File: config.mk
export PLATFORM = sky130hd
export DESIGN_NAME = receiver_gpio_pwm_control
export DESIGN_NICKNAME = d
export VERILOG_FILES = /design/src/rtl/pwm_step_gen.v /design/src/rtl/receiver_gpio_pwm_control.v
export VERILOG_INCLUDE_DIRS = /design/src /design/src/rtl
export SDC_FILE = /design/constraint.sdc
export NUM_CORES = 1
export LEC_CHECK = 0
export CORE_MARGIN = 5
export CORE_UTILIZATION = 50
export CTS_CLUSTER_DIAMETER = 50
export CTS_CLUSTER_SIZE = 24
export DETAILED_ROUTE_END_ITERATION = 16
export DONT_BUFFER_PORTS = 1
export GPL_TIMING_DRIVEN = 0
export REMOVE_ABC_BUFFERS = 1
export SETUP_SLACK_MARGIN = 0.05
export SYNTH_ARGS = -nofsm -noshare
export SYNTH_HDL_FRONTEND = slang
export SYNTH_HIERARCHICAL = 1
export SYNTH_SLANG_ARGS = --single-unit
File: constraint.sdc
create_clock -name clk_sys_i -period 2.15 [get_ports clk_sys_i]
set_clock_uncertainty 0.2 [all_clocks]
set_input_delay 0.43 -clock clk_sys_i [delete_from_list [all_inputs] [get_ports clk_sys_i]]
set_output_delay 0.43 -clock clk_sys_i [all_outputs]
set_load 0.01 [all_outputs]
File: src/rtl/rx_gpio_regs.vh
`ifndef RX_GPIO_REGS_VH
`define RX_GPIO_REGS_VH

// ----------------------------------------------------------------------
// Register offsets of the receiver unit (7-bit register address space).
// ----------------------------------------------------------------------
`define RECEIVER_UNIT_STATUS_ADDR 7'h06
`define REMOTE_INPUT_LEVELS_ADDR 7'h07
`define OUTPUT_PIN_CONTROL_ADDR 7'h41
`define PWM_ENABLE_FREQUENCY_ADDR 7'h42
`define PWM_DUTY_CYCLE_ADDR 7'h43
`define REMOTE_COMMIT_TRIGGER_ADDR 7'h44
`define WAKE_CONFIG_ADDR 7'h45
`define INTERRUPT_FLAGS_ADDR 7'h46

// ----------------------------------------------------------------------
// Field positions and values.
// ----------------------------------------------------------------------
`define STA_EXEC_OK_BIT 7
`define STA_GPIO_MODE_BIT 6
`define PIO_HD3_BIT 7
`define PIO_HD1_BIT 5
`define PIO_WRITE_MASK 8'hAF
`define PWM_MODE_MSB 7
`define PWM_MODE_LSB 6
`define PWM_MODE_ON 2'h3
`define PWM_FREQ_MSB 5
`define COMMIT_VALUE 8'h01
`define IRQ_INPUT_CHANGE_BIT 0
`define IRQ_COMMIT_BIT 1
`define IRQ_USED_MASK 8'h03

// ----------------------------------------------------------------------
// Reset values.
// ----------------------------------------------------------------------
`define REG8_RESET 8'h00
`define NIBBLE_RESET 4'h0

// ----------------------------------------------------------------------
// Timing: PWM base rate, system rate and the last step of one period.
// ----------------------------------------------------------------------
`define PWM_BASE_KHZ 16000
`define SYS_CLK_KHZ 20000
`define PWM_LAST_STEP 8'hFE

`endif

File: src/rtl/pwm_step_gen.v
`timescale 1ns/1ps
`include "rx_gpio_regs.vh"

// PWM generator: a fractional divider makes the base-rate enable from the
// system clock, a prescaler divides it by one plus the frequency field,
// and a 255-step counter compares against the duty value.
module pwm_step_gen (
	// Clock and reset.
	input wire clk_sys_i,
	input wire rst_n_i,
	// Settings.
	input wire enable_i,
	input wire [5:0] freq_i,
	input wire [7:0] duty_i,
	// Waveform.
	output reg pwm_o
);

	// Base-rate enable is made by adding the base rate each cycle, in MHz.
	// Worked out as integers, then cut to the accumulator width on purpose.
	localparam integer ACC_INC_I = `PWM_BASE_KHZ / 1000;
	localparam integer ACC_MOD_I = `SYS_CLK_KHZ / 1000;
	localparam [5:0] ACC_INC = ACC_INC_I[5:0];
	localparam [5:0] ACC_MOD = ACC_MOD_I[5:0];

	reg [5:0] acc_q;
	reg [5:0] pre_q;
	reg [7:0] step_q;
	wire [5:0] acc_sum;
	wire base_tick;

	assign acc_sum = acc_q + ACC_INC;
	assign base_tick = (acc_sum >= ACC_MOD);

	// The base tick carries some jitter of one system cycle; only the
	// average rate is exact, which is what the repetition rate needs.
	always @(posedge clk_sys_i or negedge rst_n_i) begin
		if (!rst_n_i) begin
			acc_q <= 6'h00;
			pre_q <= 6'h00;
			step_q <= 8'h00;
			pwm_o <= 1'b0;
		end else if (!enable_i) begin
			acc_q <= 6'h00;
			pre_q <= 6'h00;
			step_q <= 8'h00;
			pwm_o <= 1'b0;
		end else begin
			acc_q <= base_tick ? (acc_sum - ACC_MOD) : acc_sum;
			if (base_tick) begin
				if (pre_q == freq_i) begin
					pre_q <= 6'h00;
					step_q <= (step_q == `PWM_LAST_STEP) ? 8'h00 : step_q + 8'h01;
				end else begin
					pre_q <= pre_q + 6'h01;
				end
			end
			pwm_o <= (step_q < duty_i);
		end
	end

endmodule // pwm_step_gen

File: src/rtl/receiver_gpio_pwm_control.v
`timescale 1ns/1ps
`include "rx_gpio_regs.vh"

module receiver_gpio_pwm_control (
	// Clock and reset.
	input wire clk_sys_i,
	input wire rst_n_i,
	// Serial slave selection.
	input wire ssel_i,
	output reg spi_port_en_o,
	output reg twowire_port_en_o,
	// Local register port, fed by the serial slave decoder.
	input wire [6:0] loc_addr_i,
	input wire [7:0] loc_wdata_i,
	input wire loc_wr_i,
	input wire loc_rd_i,
	output reg [7:0] loc_rdata_o,
	output reg loc_rvalid_o,
	// Control channel writes from the transmitter unit.
	input wire [6:0] ctl_addr_i,
	input wire [7:0] ctl_wdata_i,
	input wire ctl_wr_i,
	// Configuration EEPROM load.
	input wire [6:0] ee_addr_i,
	input wire [7:0] ee_wdata_i,
	input wire ee_wr_i,
	// Link and remote execution state.
	input wire link_up_i,
	input wire exec_done_i,
	input wire exec_ok_i,
	// Alternative sources for outputs 2:0.
	input wire tx_mirror_en_i,
	input wire [2:0] transmitter_direct_inputs_i,
	input wire master_en_active_i,
	input wire [2:0] master_en_i,
	// General purpose pins.
	input wire [3:0] general_inputs_i,
	output reg [3:0] general_outputs_o,
	output reg [3:0] general_outputs_oe_o,
	output reg [1:0] high_drive_o,
	output reg wake_o,
	// Input levels as seen by the transmitter unit.
	output reg [7:0] remote_input_levels_o
);

	// ------------------------------------------------------------------
	// Helper functions
	// ------------------------------------------------------------------

	// True when a write strobe hits one register address.
	function hit;
		input we;
		input [6:0] addr;
		input [6:0] reg_addr;
		begin
			hit = we && (addr == reg_addr);
		end
	endfunction

	// Forces the must-be-zero bits of the output control register low.
	function [7:0] pio_clean;
		input [7:0] d;
		begin
			pio_clean = d & `PIO_WRITE_MASK;
		end
	endfunction

	// ------------------------------------------------------------------
	// State
	// ------------------------------------------------------------------
	reg gpio_mode_q;
	reg exec_ok_q;
	reg [3:0] in_lvl_q;
	reg [7:0] pio_q;
	reg [7:0] pwme_q;
	reg [7:0] pwmd_q;
	reg [7:0] pio_act_q;
	reg [7:0] pwme_act_q;
	reg [7:0] pwmd_act_q;
	reg [7:0] wake_q;
	reg [7:0] irq_q;

	wire loc_open;
	wire loc_we;
	wire commit_stb;
	wire in_change;
	wire pwm_on;
	wire pwm_wave;
	reg [7:0] irq_d;
	reg [3:0] out_d;
	reg [7:0] rd_mux;

	// The serial slave port exists only while the unit is not in GPIO
	// mode, so local accesses are ignored once the pins are repurposed.
	assign loc_open = ~gpio_mode_q;
	assign loc_we = loc_wr_i & loc_open;

	// A commit is the value one written by the control channel.
	assign commit_stb = hit(ctl_wr_i, ctl_addr_i, `REMOTE_COMMIT_TRIGGER_ADDR) &&
		(ctl_wdata_i == `COMMIT_VALUE);

	assign in_change = gpio_mode_q && (general_inputs_i != in_lvl_q);

	assign pwm_on = (pwme_act_q[`PWM_MODE_MSB:`PWM_MODE_LSB] == `PWM_MODE_ON);

	// ------------------------------------------------------------------
	// PWM generator
	// ------------------------------------------------------------------
	pwm_step_gen pwm_step_gen_inst (
		.clk_sys_i(clk_sys_i),
		.rst_n_i(rst_n_i),
		.enable_i(pwm_on),
		.freq_i(pwme_act_q[`PWM_FREQ_MSB:0]),
		.duty_i(pwmd_act_q),
		.pwm_o(pwm_wave)
	);

	// ------------------------------------------------------------------
	// Status register
	// ------------------------------------------------------------------

	// The mode bit is written by the EEPROM load or the local port only;
	// a control channel write to the status address changes nothing.
	always @(posedge clk_sys_i or negedge rst_n_i) begin
		if (!rst_n_i) begin
			gpio_mode_q <= 1'b0;
			exec_ok_q <= 1'b0;
		end else begin
			if (hit(ee_wr_i, ee_addr_i, `RECEIVER_UNIT_STATUS_ADDR)) begin
				gpio_mode_q <= ee_wdata_i[`STA_GPIO_MODE_BIT];
			end else if (hit(loc_we, loc_addr_i, `RECEIVER_UNIT_STATUS_ADDR)) begin
				gpio_mode_q <= loc_wdata_i[`STA_GPIO_MODE_BIT];
			end
			if (exec_done_i) begin
				exec_ok_q <= exec_ok_i;
			end
		end
	end

	// ------------------------------------------------------------------
	// Remote input levels
	// ------------------------------------------------------------------

	// In GPIO mode the pins are sampled every cycle; in serial mode the
	// pins are disconnected and a local MCU may emulate the levels.
	always @(posedge clk_sys_i or negedge rst_n_i) begin
		if (!rst_n_i) begin
			in_lvl_q <= `NIBBLE_RESET;
		end else if (gpio_mode_q) begin
			in_lvl_q <= general_inputs_i;
		end else if (hit(loc_we, loc_addr_i, `REMOTE_INPUT_LEVELS_ADDR)) begin
			in_lvl_q <= loc_wdata_i[3:0];
		end
	end

	// ------------------------------------------------------------------
	// Output, PWM and wake registers
	// ------------------------------------------------------------------

	// The EEPROM load reaches these registers at any mode, the control
	// channel all but the wake register, the local port only outside GPIO
	// mode. The EEPROM load wins over the control channel, which wins over
	// the local port; the two software sides are expected not to fight over one register.
	always @(posedge clk_sys_i or negedge rst_n_i) begin
		if (!rst_n_i) begin
			pio_q <= `REG8_RESET;
			pwme_q <= `REG8_RESET;
			pwmd_q <= `REG8_RESET;
			wake_q <= `REG8_RESET;
		end else begin
			if (hit(ee_wr_i, ee_addr_i, `OUTPUT_PIN_CONTROL_ADDR)) begin
				pio_q <= pio_clean(ee_wdata_i);
			end else if (hit(ctl_wr_i, ctl_addr_i, `OUTPUT_PIN_CONTROL_ADDR)) begin
				pio_q <= pio_clean(ctl_wdata_i);
			end else if (hit(loc_we, loc_addr_i, `OUTPUT_PIN_CONTROL_ADDR)) begin
				pio_q <= pio_clean(loc_wdata_i);
			end
			if (hit(ee_wr_i, ee_addr_i, `PWM_ENABLE_FREQUENCY_ADDR)) begin
				pwme_q <= ee_wdata_i;
			end else if (hit(ctl_wr_i, ctl_addr_i, `PWM_ENABLE_FREQUENCY_ADDR)) begin
				pwme_q <= ctl_wdata_i;
			end else if (hit(loc_we, loc_addr_i, `PWM_ENABLE_FREQUENCY_ADDR)) begin
				pwme_q <= loc_wdata_i;
			end
			if (hit(ee_wr_i, ee_addr_i, `PWM_DUTY_CYCLE_ADDR)) begin
				pwmd_q <= ee_wdata_i;
			end else if (hit(ctl_wr_i, ctl_addr_i, `PWM_DUTY_CYCLE_ADDR)) begin
				pwmd_q <= ctl_wdata_i;
			end else if (hit(loc_we, loc_addr_i, `PWM_DUTY_CYCLE_ADDR)) begin
				pwmd_q <= loc_wdata_i;
			end
			if (hit(ee_wr_i, ee_addr_i, `WAKE_CONFIG_ADDR)) begin
				wake_q <= ee_wdata_i;
			end else if (hit(loc_we, loc_addr_i, `WAKE_CONFIG_ADDR)) begin
				wake_q <= loc_wdata_i;
			end
		end
	end

	// ------------------------------------------------------------------
	// Applied copies
	// ------------------------------------------------------------------

	// Values written over the control channel stay pending until the
	// commit; values written on the receiver side apply at once outside a commit cycle.
	always @(posedge clk_sys_i or negedge rst_n_i) begin
		if (!rst_n_i) begin
			pio_act_q <= `REG8_RESET;
			pwme_act_q <= `REG8_RESET;
			pwmd_act_q <= `REG8_RESET;
		end else if (commit_stb) begin
			pio_act_q <= pio_q;
			pwme_act_q <= pwme_q;
			pwmd_act_q <= pwmd_q;
		end else begin
			if (hit(ee_wr_i, ee_addr_i, `OUTPUT_PIN_CONTROL_ADDR)) begin
				pio_act_q <= pio_clean(ee_wdata_i);
			end else if (hit(loc_we, loc_addr_i, `OUTPUT_PIN_CONTROL_ADDR)) begin
				pio_act_q <= pio_clean(loc_wdata_i);
			end
			if (hit(ee_wr_i, ee_addr_i, `PWM_ENABLE_FREQUENCY_ADDR)) begin
				pwme_act_q <= ee_wdata_i;
			end else if (hit(loc_we, loc_addr_i, `PWM_ENABLE_FREQUENCY_ADDR)) begin
				pwme_act_q <= loc_wdata_i;
			end
			if (hit(ee_wr_i, ee_addr_i, `PWM_DUTY_CYCLE_ADDR)) begin
				pwmd_act_q <= ee_wdata_i;
			end else if (hit(loc_we, loc_addr_i, `PWM_DUTY_CYCLE_ADDR)) begin
				pwmd_act_q <= loc_wdata_i;
			end
		end
	end

	// ------------------------------------------------------------------
	// Local interrupt flags
	// ------------------------------------------------------------------

	// Flags live only here and never travel to the transmitter. Software
	// clears with ones, but a new event in the same cycle stays set.
	always @* begin
		irq_d = irq_q;
		if (hit(loc_we, loc_addr_i, `INTERRUPT_FLAGS_ADDR)) begin
			irq_d = irq_d & ~loc_wdata_i;
		end
		if (in_change) begin
			irq_d[`IRQ_INPUT_CHANGE_BIT] = 1'b1;
		end
		if (commit_stb) begin
			irq_d[`IRQ_COMMIT_BIT] = 1'b1;
		end
		irq_d = irq_d & `IRQ_USED_MASK;
	end

	always @(posedge clk_sys_i or negedge rst_n_i) begin
		if (!rst_n_i) begin
			irq_q <= `REG8_RESET;
		end else begin
			irq_q <= irq_d;
		end
	end

	// ------------------------------------------------------------------
	// Output pin selection
	// ------------------------------------------------------------------

	// Master bus enables take precedence over the mirror of the
	// transmitter inputs, which takes precedence over plain data.
	always @* begin
		out_d = pio_act_q[3:0];
		if (master_en_active_i) begin
			out_d[2:0] = master_en_i;
		end else if (tx_mirror_en_i) begin
			out_d[2:0] = transmitter_direct_inputs_i;
		end
		if (pwm_on) begin
			out_d[3] = pwm_wave;
		end
		if (!link_up_i) begin
			out_d = `NIBBLE_RESET;
		end
	end

	// Pins are driven only in GPIO mode; in serial mode they belong to
	// the slave port and the registers are cut off from them.
	always @(posedge clk_sys_i or negedge rst_n_i) begin
		if (!rst_n_i) begin
			general_outputs_o <= `NIBBLE_RESET;
			general_outputs_oe_o <= `NIBBLE_RESET;
			high_drive_o <= 2'h0;
			wake_o <= 1'b0;
			spi_port_en_o <= 1'b0;
			twowire_port_en_o <= 1'b0;
			remote_input_levels_o <= `REG8_RESET;
		end else begin
			general_outputs_o <= gpio_mode_q ? out_d : `NIBBLE_RESET;
			general_outputs_oe_o <= {4{gpio_mode_q}};
			high_drive_o <= (gpio_mode_q && link_up_i) ?
				{pio_act_q[`PIO_HD3_BIT], pio_act_q[`PIO_HD1_BIT]} : 2'h0;
			wake_o <= gpio_mode_q && |(wake_q[3:2] & in_lvl_q[3:2]);
			spi_port_en_o <= ~gpio_mode_q & ~ssel_i;
			twowire_port_en_o <= ~gpio_mode_q & ssel_i;
			remote_input_levels_o <= {4'h0, in_lvl_q};
		end
	end

	// ------------------------------------------------------------------
	// Local read port
	// ------------------------------------------------------------------

	// Only receiver registers decode; anything else, transmitter-side
	// addresses included, reads as zero.
	always @* begin
		case (loc_addr_i)
			`RECEIVER_UNIT_STATUS_ADDR: rd_mux = {exec_ok_q, gpio_mode_q, 6'h00};
			`REMOTE_INPUT_LEVELS_ADDR: rd_mux = {4'h0, in_lvl_q};
			`OUTPUT_PIN_CONTROL_ADDR: rd_mux = pio_q;
			`PWM_ENABLE_FREQUENCY_ADDR: rd_mux = pwme_q;
			`PWM_DUTY_CYCLE_ADDR: rd_mux = pwmd_q;
			`WAKE_CONFIG_ADDR: rd_mux = wake_q;
			`INTERRUPT_FLAGS_ADDR: rd_mux = irq_q;
			default: rd_mux = 8'h00;
		endcase
	end

	always @(posedge clk_sys_i or negedge rst_n_i) begin
		if (!rst_n_i) begin
			loc_rdata_o <= 8'h00;
			loc_rvalid_o <= 1'b0;
		end else begin
			loc_rvalid_o <= loc_rd_i & loc_open;
			loc_rdata_o <= (loc_rd_i & loc_open) ? rd_mux : 8'h00;
		end
	end

endmodule // receiver_gpio_pwm_control

==> impl_metrics.csv <==
group,metric,value,unit
worst_setup_path,max_stage_delay,0.51,ns
final_layout,fin_nets,684,
yosys,synth.most_common_cell,"dfrtp_1",
route,drt-vias-per-instance,6.44,
sta,max_freq,485,MHz
floorplanning,io_pins,97,
route,routed_wl,16.6,mm
yosys,synth_top_area_cell,"dfrtp_1",
final_layout,instances_no_fill,756,
worst_setup_path,cpMostUsedCell,"nand3_4",
yosys,synth_common_cells,"dfrtp_1, nand2_1, nor2_1",
worst_setup_path,path_buf_inv,0,
yosys,synth-edff-count,0,
pwr,peakVddDrop,0.328,mV
floorplanning,initial_utilization,0.505,
place,post-place-cells,722,
worst_setup_path,slowest_stage,"dfrtp_4",
worst_setup_path,endpoint_kind,"flop",
worst_setup_path,start_kind,"flop",
route,drt_iter0_drc,283,
sta,rsz0062_at_grt,"false",
outcome,outcome,"complete, but fails checks",
route,drc,0,
floorplanning,die_x,119,um
clock_tree,worstSkewPairLatency,0.36,ns
pwr,power,4.95,mW
final_layout,synthToLayoutAreaGrowth,11.8,%
final_layout,drive_gt1_frac,0.167,
final_layout,fin_util,0.565,
worst_setup_path,cp.required,2.20,ns
floorplanning,rows,40,
clock_tree,path_clk_slew,0.08,ns
sta,layout_min_cycle_time,2.06,ns
sta,fin_tns_setup,0,ns
floorplanning,fp.dieH,119,um
route,vias,4871,
sta,hold_viol,102,
grt,antenna_found_initial,0,
final_layout,fillers,1027,
clock_tree,cts.root.buffer_cell,"clkbuf_16",
final_layout,antenna_cells,0,
worst_setup_path,cp.arrival,2.11,ns
place,dp_hpwl,11.3,mm
clock_tree,clock-sinks,102,
worst_setup_path,critPathTopFamily,"simple AND/OR/NAND/NOR gates",
outcome,violations,"hold timing",
sta,holdWs,-0.439,ns
sta,setup_viol,0,
yosys,syn_area,0.00599,sq mm
sta,worst_pin_slew,0.729,ns
yosys,postSynthAreaPerCell,9.89,sq um
clock_tree,ctsHoldBuffers,7,
clock_tree,htree_levels,3,
clock_tree,tritoncts,"built",
yosys,synth_seq_cells,102,
route,routedWlPerCell,21.9,um
yosys,ys_warn_count,6,
place,io_buffers,0,
pwr,pwr_density_cell,739,mW/mm^2
sta,slew_headroom,0.513,
worst_setup_path,crit_fanout,10,
grt,first_global_vias,4824,
grt,grt_max_degree,103,
yosys,synth.distinct_cells,68,
place,post-place-ws,-0.508,ns
worst_setup_path,crit_path_cell_trace,"and4bb_4, nand3_4, nand3_4, mux2_2",
place,gp_congestion,0.855,
grt,grt_overflow,0,
sta,maxSlewViolCount,0,
yosys,netlist.area_leader.share,0.426,
yosys,yosysSeqAreaShare,0.426,
min_path,min_path_type,"in2async",
yosys,synthArstFlopShare,1.00,
pwr,power_leakage,2.91,nW
route,drt_first_pass_iters,5,
worst_setup_path,crit_type,"reg2reg",
yosys,ys.flop_type,"dfrtp_1",
yosys,synthCells,606,
yosys,synth_area_leaders,"dfrtp_1, mux2i_1, mux2_2",
grt,grt_pass1_wl,26.1,mm
clock_tree,clk_path_buf_depth,2,
route,detail-route-antenna-nets,0,
run,drv_cap,0,
clock_tree,cts_buffers,9,
floorplanning,die_area,0.0143,sq mm
grt,grt.total_usage,0.234,
final_layout,finish.instance_area,0.00670,sq mm
place,placed_area,0.00602,sq mm
sta,min_period_over_period,0.959,
sta,finalWorstSetupSlack,0.0884,ns
floorplanning,core-area,0.0119,sq mm
-- area by class of cell --
class                      count  area, sq um  area share
multi-input combinational    458         3400       0.507
sequential                   102         2560       0.382
clock buffer                  10          229      0.0342
timing repair buffer          18          223      0.0332
tap                          147          184      0.0275
inverter                      15         57.6     0.00859
clock inverter                 6         51.3     0.00766
-- placed cells by master (no fill, tap or decap), types with 10 or more instances in the layout --
| cell | instances |
|---|---|
| a21o_1 | 15 |
| inv_1 | 14 |
| nand3_1 | 16 |
| o21ai_0 | 37 |
| mux2_2 | 22 |
| dfrtp_1 | 100 |
| o211ai_1 | 11 |
| nor2_1 | 48 |
| nor3_1 | 17 |
| xnor2_1 | 12 |
| mux2i_1 | 39 |
| nand2_1 | 55 |
| ha_1 | 10 |
| a21oi_1 | 27 |
| nor2b_1 | 11 |
-- metal layers --
layer | GRT usage | part of all wire
met1 | 0.317 | 0.44
met2 | 0.345 | 0.45
met3 | 0.0750 | 0.083
met4 | 0.0959 | 0.023
met5 | 0 | 0
-- cell families (layout without fill, tap and decap cells) --
logic type,after synthesis,count (layout),synth area share
AND/OR/NAND/NOR,212,213,0.197
AO/OA/AOI/OAI,147,147,0.168
flip-flops,102,102,0.426
multiplexers,65,65,0.114
buffers and inverters,50,49,0.0428
XOR/XNOR,16,16,0.0246
adder cells (fa/ha/maj),13,13,0.0271
other,1,4,0.000626
-- path summary, 6_finish.rpt --
kind	end	startpoint	depth (start not counted)	slack, ns
max	pwme_q[6]	gpio_mode_q	4	0.09
min	remote_input_levels_o[3]	rst_n_i	0	-0.44
max reg2reg	pwme_q[6]	gpio_mode_q	4	0.09
min reg2reg	remote_input_levels_o[1]	in_lvl_q[1]	0	0.27
max in group asynchronous	pwm_step_gen_inst/step_q[3]	rst_n_i	0	2.03
min in group clk_sys_i	pwme_q[5]	ee_wdata_i[5]	2	0.01
-- worst reg2reg max path: stages (launching register included) --
cell and delay, ns:
dfrtp_4 0.51, and4bb_4 0.42, nand3_4 0.23, nand3_4 0.24, mux2_2 0.35
-- repair_timing --
item	in CTS	in global routing
gates resized for setup	20	22
pin swaps	3	8
setup endpoints to repair	68	50
buffers inserted	2	8
hold endpoints to repair	109	102
cloned	0	1
-- power by group --
group	switching (mW)	internal (mW)
combinational	0.408	0.460
clock	0.796	0.808
sequential	0.272	2.21
-- state kept, by name, indices dropped and copies added (netlist names), 2 cells and up --
signal	cells
loc_rdata_o	8
pwm_step_gen_inst/step_q	8
pwmd_act_q	8
pwmd_q	8
pwme_act_q	8
pwme_q	8
wake_q	8
pio_act_q	6
pio_q	6
pwm_step_gen_inst/pre_q	6
general_outputs_o	4
in_lvl_q	4
pwm_step_gen_inst/acc_q	4
remote_input_levels_o	4
high_drive_o	2
irq_q	2
No activity file was read; power rests on OpenSTA's default activity.
